==> config.mk <==
export PLATFORM = sky130hd
export DESIGN_NAME = csr_slots
export DESIGN_NICKNAME = d
export VERILOG_FILES = /design/src/design/csr_pkg.sv /design/src/design/csr_buf2.sv /design/src/design/csr_slots.sv
export VERILOG_INCLUDE_DIRS = /design/src /design/src/design
export SDC_FILE = /design/constraint.sdc
export NUM_CORES = 2
export LEC_CHECK = 0
export ABC_AREA = 1
export ABC_CLOCK_PERIOD_IN_PS = 6000
export BUFFER_PORTS_ARGS = -buffer_cell sky130_fd_sc_hd__buf_4
export CORE_AREA = 2 2 334 336
export DETAILED_ROUTE_END_ITERATION = 12
export DIE_AREA = 0 0 336 338
export HOLD_SLACK_MARGIN = 0.02
export PLACE_DENSITY = 0.54
export SYNTH_ARGS = -nofsm -noshare
export SYNTH_HDL_FRONTEND = slang
export SYNTH_SLANG_ARGS = --single-unit
==> constraint.sdc <==
create_clock -name clock_i -period 6 [get_ports clock_i]
set_clock_uncertainty 0.15 [all_clocks]
set_input_delay 0.3 -clock clock_i [delete_from_list [all_inputs] [get_ports clock_i]]
set_output_delay 0.3 -clock clock_i [all_outputs]
set_load 0.01 [all_outputs]
==> src/design/csr_map.svh <==
/*
 * Control values, field positions, counts and widths of the remote-frame
 * slot handler.
 * Assumes inclusion by bare name from the package and the main module.
 */
`ifndef CSR_MAP_SVH
`define CSR_MAP_SVH

// Slot control register bit positions
`define CSR_BIT_TX_REQ      7
`define CSR_BIT_RX_REQ      6
`define CSR_BIT_REMOTE      5
`define CSR_BIT_INHIBIT     4
`define CSR_BIT_ABORT       3
`define CSR_BIT_ML_EN       2
`define CSR_BIT_ML_EN2      1

// Control values software writes
`define CSR_CMD_STOP        8'h00
`define CSR_CMD_RTX         8'hA0
`define CSR_CMD_RTX_ML      8'hAE
`define CSR_CMD_RRX_ANS     8'h60
`define CSR_CMD_RRX_NOANS   8'h70

// Slot count and the two slots special in basic mailbox mode
`define CSR_SLOTS           16
`define CSR_BASIC_SLOT_A    14
`define CSR_BASIC_SLOT_B    15

// Frame field widths
`define CSR_ID_W            29
`define CSR_DLC_W           4
`define CSR_TS_W            16
`define CSR_DATA_W          64

`endif

==> src/design/csr_pkg.sv <==
/*
 * Types shared by the remote-frame slot handler.
 * Assumes csr_map.svh is on the include path.
 */
`include "csr_map.svh"

package csr_pkg;

    // One frame as seen from the bus side
    typedef struct packed {
        logic [`CSR_ID_W-1:0]   id;
        logic                   ext;
        logic                   remote;
        logic [`CSR_DLC_W-1:0]  dlc;
        logic [`CSR_DATA_W-1:0] data;
    } csr_frame_t;

    // Per-slot operating mode
    typedef enum logic [2:0] {
        CSR_IDLE    = 3'b000,
        CSR_RTX     = 3'b001,
        CSR_RTX_RX  = 3'b010,
        CSR_RRX     = 3'b011,
        CSR_ANS_TX  = 3'b100
    } csr_mode_t;

    // Bus-side sequencer
    typedef enum logic [1:0] {
        CSR_S_IDLE  = 2'b00,
        CSR_S_TX    = 2'b01,
        CSR_S_STORE = 2'b10
    } csr_seq_t;

endpackage

==> src/design/csr_buf2.sv <==
/*
 * Two-entry buffer with valid and ready on both sides.
 * Assumes one clock and active-low asynchronous reset.
 */
`timescale 1ns/1ps

module csr_buf2 #(
    parameter int W = 8
) (
    input  wire logic         clock_i,
    input  wire logic         rst_n_i,
    input  wire logic         in_valid_i,
    output logic              in_ready_o,
    input  wire logic [W-1:0] in_data_i,
    output logic              out_valid_o,
    input  wire logic         out_ready_i,
    output logic [W-1:0]      out_data_o
);

    logic [W-1:0] mem_r [2];
    logic         wptr_r;
    logic         rptr_r;
    logic [1:0]   cnt_r;
    logic         push;
    logic         pop;

    assign in_ready_o  = (cnt_r != 2'h2);
    assign out_valid_o = (cnt_r != 2'h0);
    assign push        = in_valid_i && in_ready_o;
    assign pop         = out_valid_o && out_ready_i;
    assign out_data_o  = mem_r[rptr_r];

    always_ff @(posedge clock_i) begin
        if (push) begin
            mem_r[wptr_r] <= in_data_i;
        end
    end

    always_ff @(posedge clock_i or negedge rst_n_i) begin
        if (!rst_n_i) begin
            wptr_r <= 1'b0;
            rptr_r <= 1'b0;
            cnt_r  <= 2'h0;
        end else begin
            if (push) begin
                wptr_r <= ~wptr_r;
            end
            if (pop) begin
                rptr_r <= ~rptr_r;
            end
            cnt_r <= cnt_r + {1'b0, push} - {1'b0, pop};
        end
    end

endmodule // csr_buf2

==> src/design/csr_slots.sv <==
/*
 * Remote-frame handling for sixteen message slots of a CAN controller:
 * remote transmit with data answer, remote receive with automatic answer.
 * Assumes a bus engine that hands received frames in through a stream,
 * pulses intermission, and reports transmit end, loss and error.
 */
// Notes on behaviour
// - Answer data frame sets status, finished, lost
// - Store overwrites identifier and length code
// - Store time stamp, interrupt status, wait
// - Early data frame cancels pending remote request
// - Unmatched frame discarded, no slot written
// - 0xAE keeps receiving, 0x00 stops slot
// - 0xA0 restarts remote frame transmission
// - Extended bit selects standard or extended
// - 0x60 answers automatically, 0x70 inhibits
// - Remote-receive write sets remote active
// - Basic mode slots 14,15 never answer
// - Search slots 0 to 15 with mask
// - Remote match stores id, length, no data
// - Remote store clears remote active, finished
// - Inhibited answer leaves slot inactive
// - Answer slot transmits received id, length
// - Lowest pending slot sent at intermission
// - Loss or error clears transfer status
// - Answer sent sets finished, stamps, inactive
`timescale 1ns/1ps
`include "csr_map.svh"

module csr_slots #(
    parameter int NS = `CSR_SLOTS
) (
    input  wire logic                    clock_i,
    input  wire logic                    rst_n_i,
    // Software control write
    input  wire logic                    ctl_we_i,
    input  wire logic [3:0]              ctl_slot_i,
    input  wire logic [7:0]              ctl_data_i,
    input  wire logic [NS-1:0]           ext_sel_i,
    input  wire logic [`CSR_ID_W-1:0]    id_mask_i,
    input  wire logic                    basic_mailbox_mode_i,
    input  wire logic [NS*`CSR_ID_W-1:0] slot_id_i,
    input  wire logic [`CSR_TS_W-1:0]    time_stamp_i,
    // Received frame stream
    input  wire logic                    rx_valid_i,
    output logic                         rx_ready_o,
    input  wire csr_pkg::csr_frame_t     rx_frame_i,
    // Transmit engine
    input  wire logic                    intermission_i,
    output logic                         tx_start_o,
    output logic [3:0]                   tx_slot_o,
    output logic                         tx_remote_o,
    input  wire logic                    tx_done_i,
    input  wire logic                    tx_fail_i,
    // Slot state seen by software
    output logic [NS-1:0]                transfer_status_flag_o,
    output logic [NS-1:0]                transfer_finished_flag_o,
    output logic [NS-1:0]                message_lost_flag_o,
    output logic [NS-1:0]                remote_active_flag_o,
    output logic [NS-1:0]                auto_answer_inhibit_bit_o,
    output logic [NS-1:0]                slot_int_status_o,
    // Slot store port
    output logic                         st_we_o,
    output logic [3:0]                   st_slot_o,
    output logic                         st_data_we_o,
    output csr_pkg::csr_frame_t          st_frame_o,
    output logic [`CSR_TS_W-1:0]         slot_time_stamp_reg_o
);

    ////////////////////////////////////////////////////////////////////////
    // Declarations

    csr_pkg::csr_mode_t  mode_r [NS];
    csr_pkg::csr_seq_t   seq_r;
    logic [NS-1:0]       tst_r;
    logic [NS-1:0]       fin_r;
    logic [NS-1:0]       ml_r;
    logic [NS-1:0]       ra_r;
    logic [NS-1:0]       inh_r;
    logic [NS-1:0]       mlen_r;
    logic [NS-1:0]       ist_r;
    logic [3:0]          cur_r;
    logic                buf_valid;
    logic                buf_ready;
    csr_pkg::csr_frame_t buf_frame;
    logic                hit;
    logic [3:0]          hit_slot;
    logic                pend;
    logic [3:0]          pend_slot;
    logic [NS-1:0]       wr_vec;
    logic [NS-1:0]       st_vec;
    logic [NS-1:0]       done_vec;
    logic [NS-1:0]       fail_vec;
    logic [NS-1:0]       start_vec;

    ////////////////////////////////////////////////////////////////////////
    // Input buffer keeps frames while the sequencer is busy

    csr_buf2 #(
        .W ($bits(csr_pkg::csr_frame_t))
    ) u_buf (
        .clock_i     (clock_i),
        .rst_n_i     (rst_n_i),
        .in_valid_i  (rx_valid_i),
        .in_ready_o  (rx_ready_o),
        .in_data_i   (rx_frame_i),
        .out_valid_o (buf_valid),
        .out_ready_i (buf_ready),
        .out_data_o  (buf_frame)
    );

    ////////////////////////////////////////////////////////////////////////
    // Acceptance

    function automatic logic slot_match(
        input csr_pkg::csr_mode_t   m,
        input logic [`CSR_ID_W-1:0] sid,
        input logic                 sext,
        input csr_pkg::csr_frame_t  f
    );
        logic want_remote;
        logic live;
        want_remote = (m == csr_pkg::CSR_RRX);
        live = (m == csr_pkg::CSR_RTX) || (m == csr_pkg::CSR_RTX_RX) ||
               (m == csr_pkg::CSR_RRX);
        return live && (f.remote == want_remote) && (f.ext == sext) &&
               (((f.id ^ sid) & id_mask_i) == '0);
    endfunction

    always_comb begin
        hit      = 1'b0;
        hit_slot = 4'h0;
        for (int i = NS - 1; i >= 0; i--) begin
            if (slot_match(mode_r[i], slot_id_i[i*`CSR_ID_W +: `CSR_ID_W],
                           ext_sel_i[i], buf_frame)) begin
                hit      = 1'b1;
                hit_slot = 4'(i);
            end
        end
    end

    always_comb begin
        pend      = 1'b0;
        pend_slot = 4'h0;
        for (int i = NS - 1; i >= 0; i--) begin
            if (((mode_r[i] == csr_pkg::CSR_RTX) ||
                 (mode_r[i] == csr_pkg::CSR_ANS_TX)) && !tst_r[i]) begin
                pend      = 1'b1;
                pend_slot = 4'(i);
            end
        end
    end

    ////////////////////////////////////////////////////////////////////////
    // Sequencer: one store or one transmission at a time

    assign buf_ready = (seq_r == csr_pkg::CSR_S_IDLE) && !intermission_i;
    assign tx_start_o = (seq_r == csr_pkg::CSR_S_IDLE) && intermission_i &&
                        pend;

    always_comb begin
        wr_vec    = '0;
        st_vec    = '0;
        done_vec  = '0;
        fail_vec  = '0;
        start_vec = '0;
        if (ctl_we_i) begin
            wr_vec[ctl_slot_i] = 1'b1;
        end
        if (buf_valid && buf_ready && hit) begin
            st_vec[hit_slot] = 1'b1;
        end
        if (tx_start_o) begin
            start_vec[pend_slot] = 1'b1;
        end
        if (seq_r == csr_pkg::CSR_S_TX) begin
            done_vec[cur_r] = tx_done_i;
            fail_vec[cur_r] = tx_fail_i && !tx_done_i;
        end
    end

    always_ff @(posedge clock_i or negedge rst_n_i) begin
        if (!rst_n_i) begin
            seq_r <= csr_pkg::CSR_S_IDLE;
            cur_r <= 4'h0;
        end else begin
            unique case (seq_r)
                csr_pkg::CSR_S_IDLE: begin
                    if (tx_start_o) begin
                        seq_r <= csr_pkg::CSR_S_TX;
                        cur_r <= pend_slot;
                    end else if (buf_valid && buf_ready && hit) begin
                        seq_r <= csr_pkg::CSR_S_STORE;
                        cur_r <= hit_slot;
                    end
                end
                csr_pkg::CSR_S_TX: begin
                    if (tx_done_i || tx_fail_i) begin
                        seq_r <= csr_pkg::CSR_S_IDLE;
                    end
                end
                csr_pkg::CSR_S_STORE: begin
                    seq_r <= csr_pkg::CSR_S_IDLE;
                end
                default: begin
                    seq_r <= csr_pkg::CSR_S_IDLE;
                end
            endcase
        end
    end

    assign tx_slot_o   = cur_r;
    assign tx_remote_o = (mode_r[cur_r] == csr_pkg::CSR_RTX);

    ////////////////////////////////////////////////////////////////////////
    // Store port, registered

    always_ff @(posedge clock_i or negedge rst_n_i) begin
        if (!rst_n_i) begin
            st_we_o               <= 1'b0;
            st_data_we_o          <= 1'b0;
            st_slot_o             <= 4'h0;
            st_frame_o            <= '0;
            slot_time_stamp_reg_o <= '0;
        end else begin
            st_we_o      <= (|st_vec) || (|done_vec);
            st_data_we_o <= (|st_vec) && !buf_frame.remote;
            if (|st_vec) begin
                st_slot_o  <= hit_slot;
                st_frame_o <= buf_frame;
                slot_time_stamp_reg_o <= time_stamp_i;
            end else if (|done_vec) begin
                st_slot_o  <= cur_r;
                // Frame held: carries the last stored id and length
                // time stamp on answer
                slot_time_stamp_reg_o <= time_stamp_i;
            end
        end
    end

    ////////////////////////////////////////////////////////////////////////
    // Per-slot control and status

    for (genvar g = 0; g < NS; g++) begin : g_slot
        logic basic_slot;
        assign basic_slot = basic_mailbox_mode_i &&
                            ((g == `CSR_BASIC_SLOT_A) ||
                             (g == `CSR_BASIC_SLOT_B));

        always_ff @(posedge clock_i or negedge rst_n_i) begin
            if (!rst_n_i) begin
                mode_r[g] <= csr_pkg::CSR_IDLE;
                tst_r[g]  <= 1'b0;
                fin_r[g]  <= 1'b0;
                ml_r[g]   <= 1'b0;
                ra_r[g]   <= 1'b0;
                inh_r[g]  <= 1'b0;
                mlen_r[g] <= 1'b0;
                ist_r[g]  <= 1'b0;
            end else if (st_vec[g]) begin
                // Hardware events win over a software write; a stop write still applies on a loss or error
                ist_r[g] <= 1'b1;
                tst_r[g] <= 1'b1;
                if (buf_frame.remote) begin
                    fin_r[g] <= 1'b0;
                    ra_r[g]  <= 1'b0;
                    mode_r[g] <= (inh_r[g] || basic_slot) ?
                                 csr_pkg::CSR_IDLE : csr_pkg::CSR_ANS_TX;
                end else begin
                    fin_r[g]  <= 1'b1;
                    ml_r[g]   <= ml_r[g] | (fin_r[g] & mlen_r[g]);
                    ra_r[g]   <= 1'b0;
                    mode_r[g] <= csr_pkg::CSR_RTX_RX;
                end
            end else if (done_vec[g]) begin
                tst_r[g] <= 1'b0;
                ist_r[g] <= 1'b1;
                if (mode_r[g] == csr_pkg::CSR_RTX) begin
                    ra_r[g]   <= 1'b0;
                    mode_r[g] <= csr_pkg::CSR_RTX_RX;
                end else begin
                    fin_r[g]  <= 1'b1;
                    mode_r[g] <= csr_pkg::CSR_IDLE;
                end
            end else if (fail_vec[g]) begin
                tst_r[g] <= 1'b0;
                if (wr_vec[g] && ctl_data_i == `CSR_CMD_STOP) begin
                    mode_r[g] <= csr_pkg::CSR_IDLE;
                end
            end else if (start_vec[g]) begin
                tst_r[g] <= 1'b1;
            end else if (wr_vec[g] && !(tst_r[g] &&
                         seq_r == csr_pkg::CSR_S_TX && cur_r == 4'(g))) begin
                fin_r[g]  <= 1'b0;
                ml_r[g]   <= 1'b0;
                tst_r[g]  <= 1'b0;
                mlen_r[g] <= ctl_data_i[`CSR_BIT_ML_EN];
                inh_r[g]  <= ctl_data_i[`CSR_BIT_INHIBIT];
                if (ctl_data_i == `CSR_CMD_RTX_ML) begin
                    mode_r[g] <= csr_pkg::CSR_RTX_RX;
                end else if (ctl_data_i == `CSR_CMD_RTX) begin
                    mode_r[g] <= basic_slot ? csr_pkg::CSR_IDLE
                                            : csr_pkg::CSR_RTX;
                    ra_r[g]   <= !basic_slot;
                end else if (ctl_data_i == `CSR_CMD_RRX_ANS ||
                             ctl_data_i == `CSR_CMD_RRX_NOANS) begin
                    mode_r[g] <= csr_pkg::CSR_RRX;
                    ra_r[g]   <= 1'b1;
                end else begin
                    mode_r[g] <= csr_pkg::CSR_IDLE;
                    ra_r[g]   <= 1'b0;
                end
            end else if (seq_r == csr_pkg::CSR_S_STORE && cur_r == 4'(g) &&
                         mode_r[g] != csr_pkg::CSR_ANS_TX) begin
                tst_r[g] <= 1'b0;
            end else if (seq_r == csr_pkg::CSR_S_STORE && cur_r == 4'(g)) begin
                tst_r[g] <= 1'b0;
            end
        end
    end

    assign transfer_status_flag_o    = tst_r;
    assign transfer_finished_flag_o  = fin_r;
    assign message_lost_flag_o       = ml_r;
    assign remote_active_flag_o      = ra_r;
    assign auto_answer_inhibit_bit_o = inh_r;
    assign slot_int_status_o         = ist_r;

    ////////////////////////////////////////////////////////////////////////
    // Checks

    AST_DATA_SETS_FIN: assert property (
        @(posedge clock_i) disable iff (!rst_n_i)
        (|st_vec) && !buf_frame.remote |=> fin_r[$past(hit_slot)])
        else $error("data store did not set finished");

    AST_LOST: assert property (
        @(posedge clock_i) disable iff (!rst_n_i)
        (|st_vec) && !buf_frame.remote && fin_r[hit_slot] &&
        mlen_r[hit_slot] |=> ml_r[$past(hit_slot)])
        else $error("overwrite did not set lost flag");

    AST_STAMP: assert property (
        @(posedge clock_i) disable iff (!rst_n_i)
        (|st_vec) |=> st_we_o &&
        slot_time_stamp_reg_o == $past(time_stamp_i))
        else $error("time stamp not written");

    AST_NO_WRITE: assert property (
        @(posedge clock_i) disable iff (!rst_n_i)
        buf_valid && buf_ready && !hit && !(|done_vec) |=> !st_we_o)
        else $error("unmatched frame wrote a slot");

    AST_RA_SET: assert property (
        @(posedge clock_i) disable iff (!rst_n_i)
        ctl_we_i && ctl_data_i == `CSR_CMD_RRX_ANS && (|st_vec) == 1'b0 &&
        (|done_vec) == 1'b0 && (|fail_vec) == 1'b0 && !(|start_vec) &&
        seq_r == csr_pkg::CSR_S_IDLE |=> ra_r[$past(ctl_slot_i)])
        else $error("remote active not set");

    AST_REMOTE_CLR: assert property (
        @(posedge clock_i) disable iff (!rst_n_i)
        (|st_vec) && buf_frame.remote |=>
        !ra_r[$past(hit_slot)] && !fin_r[$past(hit_slot)] &&
        !st_data_we_o)
        else $error("remote store left flags set");

    AST_START_TST: assert property (
        @(posedge clock_i) disable iff (!rst_n_i)
        tx_start_o |=> tst_r[$past(pend_slot)] &&
        seq_r == csr_pkg::CSR_S_TX)
        else $error("transmit start did not set status");

    AST_FAIL_CLR: assert property (
        @(posedge clock_i) disable iff (!rst_n_i)
        (|fail_vec) |=> !tst_r[$past(cur_r)] &&
        seq_r == csr_pkg::CSR_S_IDLE)
        else $error("loss did not clear status");

endmodule // csr_slots

==> flow_metrics.env <==
export IMPL_cts_buffer_depth=3
export IMPL_internal_power_mw=8.981
export IMPL_multi_input_area_um2=18580
export IMPL_required_ns=6.38
export IMPL_critPathLaunchType="flop"
export IMPL_root_buffer="clkbuf_16"
export IMPL_pwr_share_clk_pct=20.0
export IMPL_grt_overflow_total=0
export IMPL_rsz0062_at_grt="false"
export IMPL_dp_hpwl_um=184900
export IMPL_clk_pin_slew_ns=0.07
export IMPL_seqCellArea_um2=13230
export IMPL_cts_tree="built"
export IMPL_ys_seq_area_share_pct=37.53
export IMPL_io_pins=868
export IMPL_syn_area_um2=35240
export IMPL_port_buffer_count=867
export IMPL_async_flop_share_pct=59.51
export IMPL_cp_max_fo=33
export IMPL_p_sw_mw=8.748
export IMPL_p_leak_nw=23.38
export IMPL_fillers=11400
export IMPL_fin_hold_ws_ns=0.07505
export IMPL_area_delta_synth_final_pct=33.14
export IMPL_fp_coreArea_um2=110100
export IMPL_synth_warnings=0
export IMPL_synthDistinctLibCells=73
export IMPL_postCtsSetupRepairBufs=0
export IMPL_setup_viol=0
export IMPL_drtPass1Iterations=6
export IMPL_grt_pass1_wl_um=303700
export IMPL_worst_setup_path_type="reg -> reg"
export IMPL_peakVddDrop_mv=0.2636
export IMPL_status="finished clean"
export IMPL_fmax_mhz=184.7
export IMPL_synth_flop_cell="dfrtp_1"
export IMPL_htreeDepth=2
export IMPL_grt_pass1_vias=39550
export IMPL_finalCritPeriodShare_pct=90.23
export IMPL_route_detailed_drc=0
export IMPL_antenna_left=0
export IMPL_synth_top_area_cell="dfrtp_1"
export IMPL_yosys_top_cells_area="dfrtp_1 (21%), edfxtp_1 (17%), nand2_1 (15%)"
export IMPL_seqPwrFrac_pct=26.1
export IMPL_vias_per_cell=5.423
export IMPL_power_frac_comb_pct=53.9
export IMPL_antenna_found_initial=36
export IMPL_die_width_um=336
export IMPL_syn_inst=5146
export IMPL_power_density_nw_per_um2=377.9
export IMPL_yosys_register_bits=489
export IMPL_drv_cap=0
export IMPL_syn_avg_cell_area_um2=6.849
export IMPL_finalNetCount=6800
export IMPL_synthesis_nets=5792
export IMPL_place_congestion=1.056
export IMPL_drt_iter0_drc=4424
export IMPL_crit_path_end_kind="flop"
export IMPL_cts_num_sinks=489
export IMPL_drive_above_1_share_pct=21.16
export IMPL_start_util_pct=32.02
export IMPL_vias=41810
export IMPL_grt_max_degree=108
export IMPL_wire_per_inst_um=29.16
export IMPL_clock_latency_ns=0.68
export IMPL_worstHoldPathType="in -> reg"
export IMPL_slew_violations=0
export IMPL_rows=122
export IMPL_final_hold_viol_count=0
export IMPL_tightest_slew_ns=1.392
export IMPL_dieHeight_um=338
export IMPL_netSwitchingFraction_pct=49.34
export IMPL_synth_edff_count=198
export IMPL_fin_tns_setup_ns=0
export IMPL_grt_usage_pct=38.42
export IMPL_fin_crit_ns=5.414
export IMPL_cts_buffers=56
export IMPL_die_area_um2=113600
export IMPL_totalWireLength_um=224800
export IMPL_max_slew_margin_pct=6.241
export IMPL_cp_arrival_ns=5.79
export IMPL_synth_top_area_share_pct=20.66
-- path summary, 6_finish.rpt --
check,start,end,slack (ns),cells past startpoint
worst max-delay path,u_buf.rptr_r,auto_answer_inhibit_bit_o[11],0.59,18
worst min-delay path,intermission_i,u_buf.rptr_r,0.08,4
worst max register to register,u_buf.rptr_r,auto_answer_inhibit_bit_o[11],0.59,18
worst min register to register,slot_int_status_o[1],slot_int_status_o[1],0.33,1
max in group asynchronous,rst_n_i,st_frame_o[33],4.05,3
min in group asynchronous,rst_n_i,message_lost_flag_o[4],0.17,2
-- synth_stat cells (7+ instances only) --
cell type / count
nor3_1: 177
dfrtp_1: 291
inv_1: 665
nand2_1: 1369
nand3b_1: 19
or2_1: 12
clkinv_1: 9
buf_4: 28
mux2i_1: 68
o311ai_0: 7
nor2_2: 9
o22ai_1: 17
o21ai_1: 45
nand3_1: 387
or2_2: 101
o31ai_1: 12
a21o_1: 11
o21a_1: 12
nand2_2: 45
a21oi_1: 173
buf_2: 43
a31oi_1: 13
clkbuf_1: 60
nor2_1: 560
o21ai_0: 322
buf_6: 18
nand3_2: 14
mux2_2: 9
nor3b_1: 16
xor2_1: 29
edfxtp_1: 198
or2_0: 7
mux2_1: 7
a221oi_1: 8
nand4_1: 218
nor4_1: 61
o21bai_1: 13
inv_2: 17
-- critical path, stage by stage (launching register included) --
cell and delay (ns):
dfrtp_4 0.43, inv_2 0.25, buf_12 0.27, nand2_1 0.09, nand2_2 0.33, o21ai_0 1.21, nand4_1 0.25, nor3_1 0.34
nand3_4 0.37, nand2_4 0.24, inv_2 0.06, nand2_4 0.31, inv_6 0.16, nand4_2 0.20, nand2_1 0.13, nor2_2 0.14
nand2_2 0.10, nand2_1 0.08, o21ai_1 0.06
-- registers in the layout, summed over array words and instances (netlist names) --
register / flops
remote_active_flag_o: 16
u_buf.wptr_r: 1
seq_r: 2
mlen_r: 16
auto_answer_inhibit_bit_o: 16
st_frame_o: 99
st_we_o: 1
transfer_status_flag_o: 16
slot_int_status_o: 16
st_slot_o: 4
message_lost_flag_o: 16
u_buf.mem_r: 198
mode_r: 48
st_data_we_o: 1
u_buf.cnt_r: 2
transfer_finished_flag_o: 16
slot_time_stamp_reg_o: 16
u_buf.rptr_r: 1
tx_slot_o: 4
-- metrics by stage --
stage	std cells	setup slack [ns]	instance area, um2	total power, mW	utilization (%)
after floorplan	5146	0.5235	35240	9.598	-
after global placement	7461	0.7258	43760	13.85	39.76
after detailed placement	7461	0.6958	43760	13.84	39.76
after CTS	7688	0.6648	46870	17.48	42.59
after global routing	7702	0.2818	46900	18.47	42.62
final	7709	0.5860	46920	17.73	42.63
-- cell type report --
| class | instances | share of cell area, % |
|---|---|---|
| timing repair buffer | 1106 | 18.58 |
| antenna | 21 | 0.1120 |
| multi-input combinational | 3809 | 39.60 |
| tap | 1488 | 3.968 |
| clock inverter | 30 | 0.7146 |
| clock buffer | 74 | 3.280 |
| inverter | 692 | 5.547 |
| sequential | 489 | 28.20 |
-- placed cells by master, fill, tap and decap left out, types with 17 or more instances in the layout --
master,instances
nand2_1,1369
buf_4,974
inv_1,665
nor2_1,556
nand3_1,387
o21ai_0,322
dfrtp_1,290
nand4_1,218
edfxtp_1,198
nor3_1,175
a21oi_1,173
dlygate4sd3_1,123
or2_2,101
mux2i_1,68
nor4_1,60
clkbuf_16,56
o21ai_1,45
nand2_2,44
xor2_1,29
diode_2,21
nand3b_1,19
o22ai_1,17
inv_2,17
-- cell families after synthesis --
family	share of synthesized area, %
flip-flops	37.53
buffers and inverters	9.912
AO/OA/AOI/OAI	10.19
AND/OR/NAND/NOR	39.03
multiplexers	2.443
XOR/XNOR	0.8201
adder cells (fa/ha/maj)	0.07099
-- layer usage --
layer | part of all wire [%] | wire length (um) | vias to the layer above | global-route usage [%]
met1 | 39 | 87360 | 19740 | 47.25
met4 | 7.2 | 16160 | 28 | 24.30
li1 | - | - | 19040 | -
met5 | 0.080 | 180 | - | 0
met3 | 10 | 23120 | 551 | 10.03
met2 | 44 | 97970 | 2440 | 59.94
-- timing repair --
action / 4_1_cts / 5_1_grt
gates resized for setup: 0 / 0
endpoints found under the hold margin: 328 / 0
hold buffers: 123 / 0
-- power groups by stage --
| stage | logic, mW | clock network [mW] | registers (mW) |
|---|---|---|---|
| 3_5_place_dp | 9.16 | 0 | 4.68 |
| 5_1_grt | 10.1 | 3.73 | 4.69 |
| 4_1_cts | 9.26 | 3.60 | 4.62 |
| 2_1_floorplan | 4.92 | 0 | 4.68 |
| 6_report | 9.55 | 3.55 | 4.63 |
| 3_3_place_gp | 9.17 | 0 | 4.68 |
Note: power is estimated with default switching activity, not from simulation.
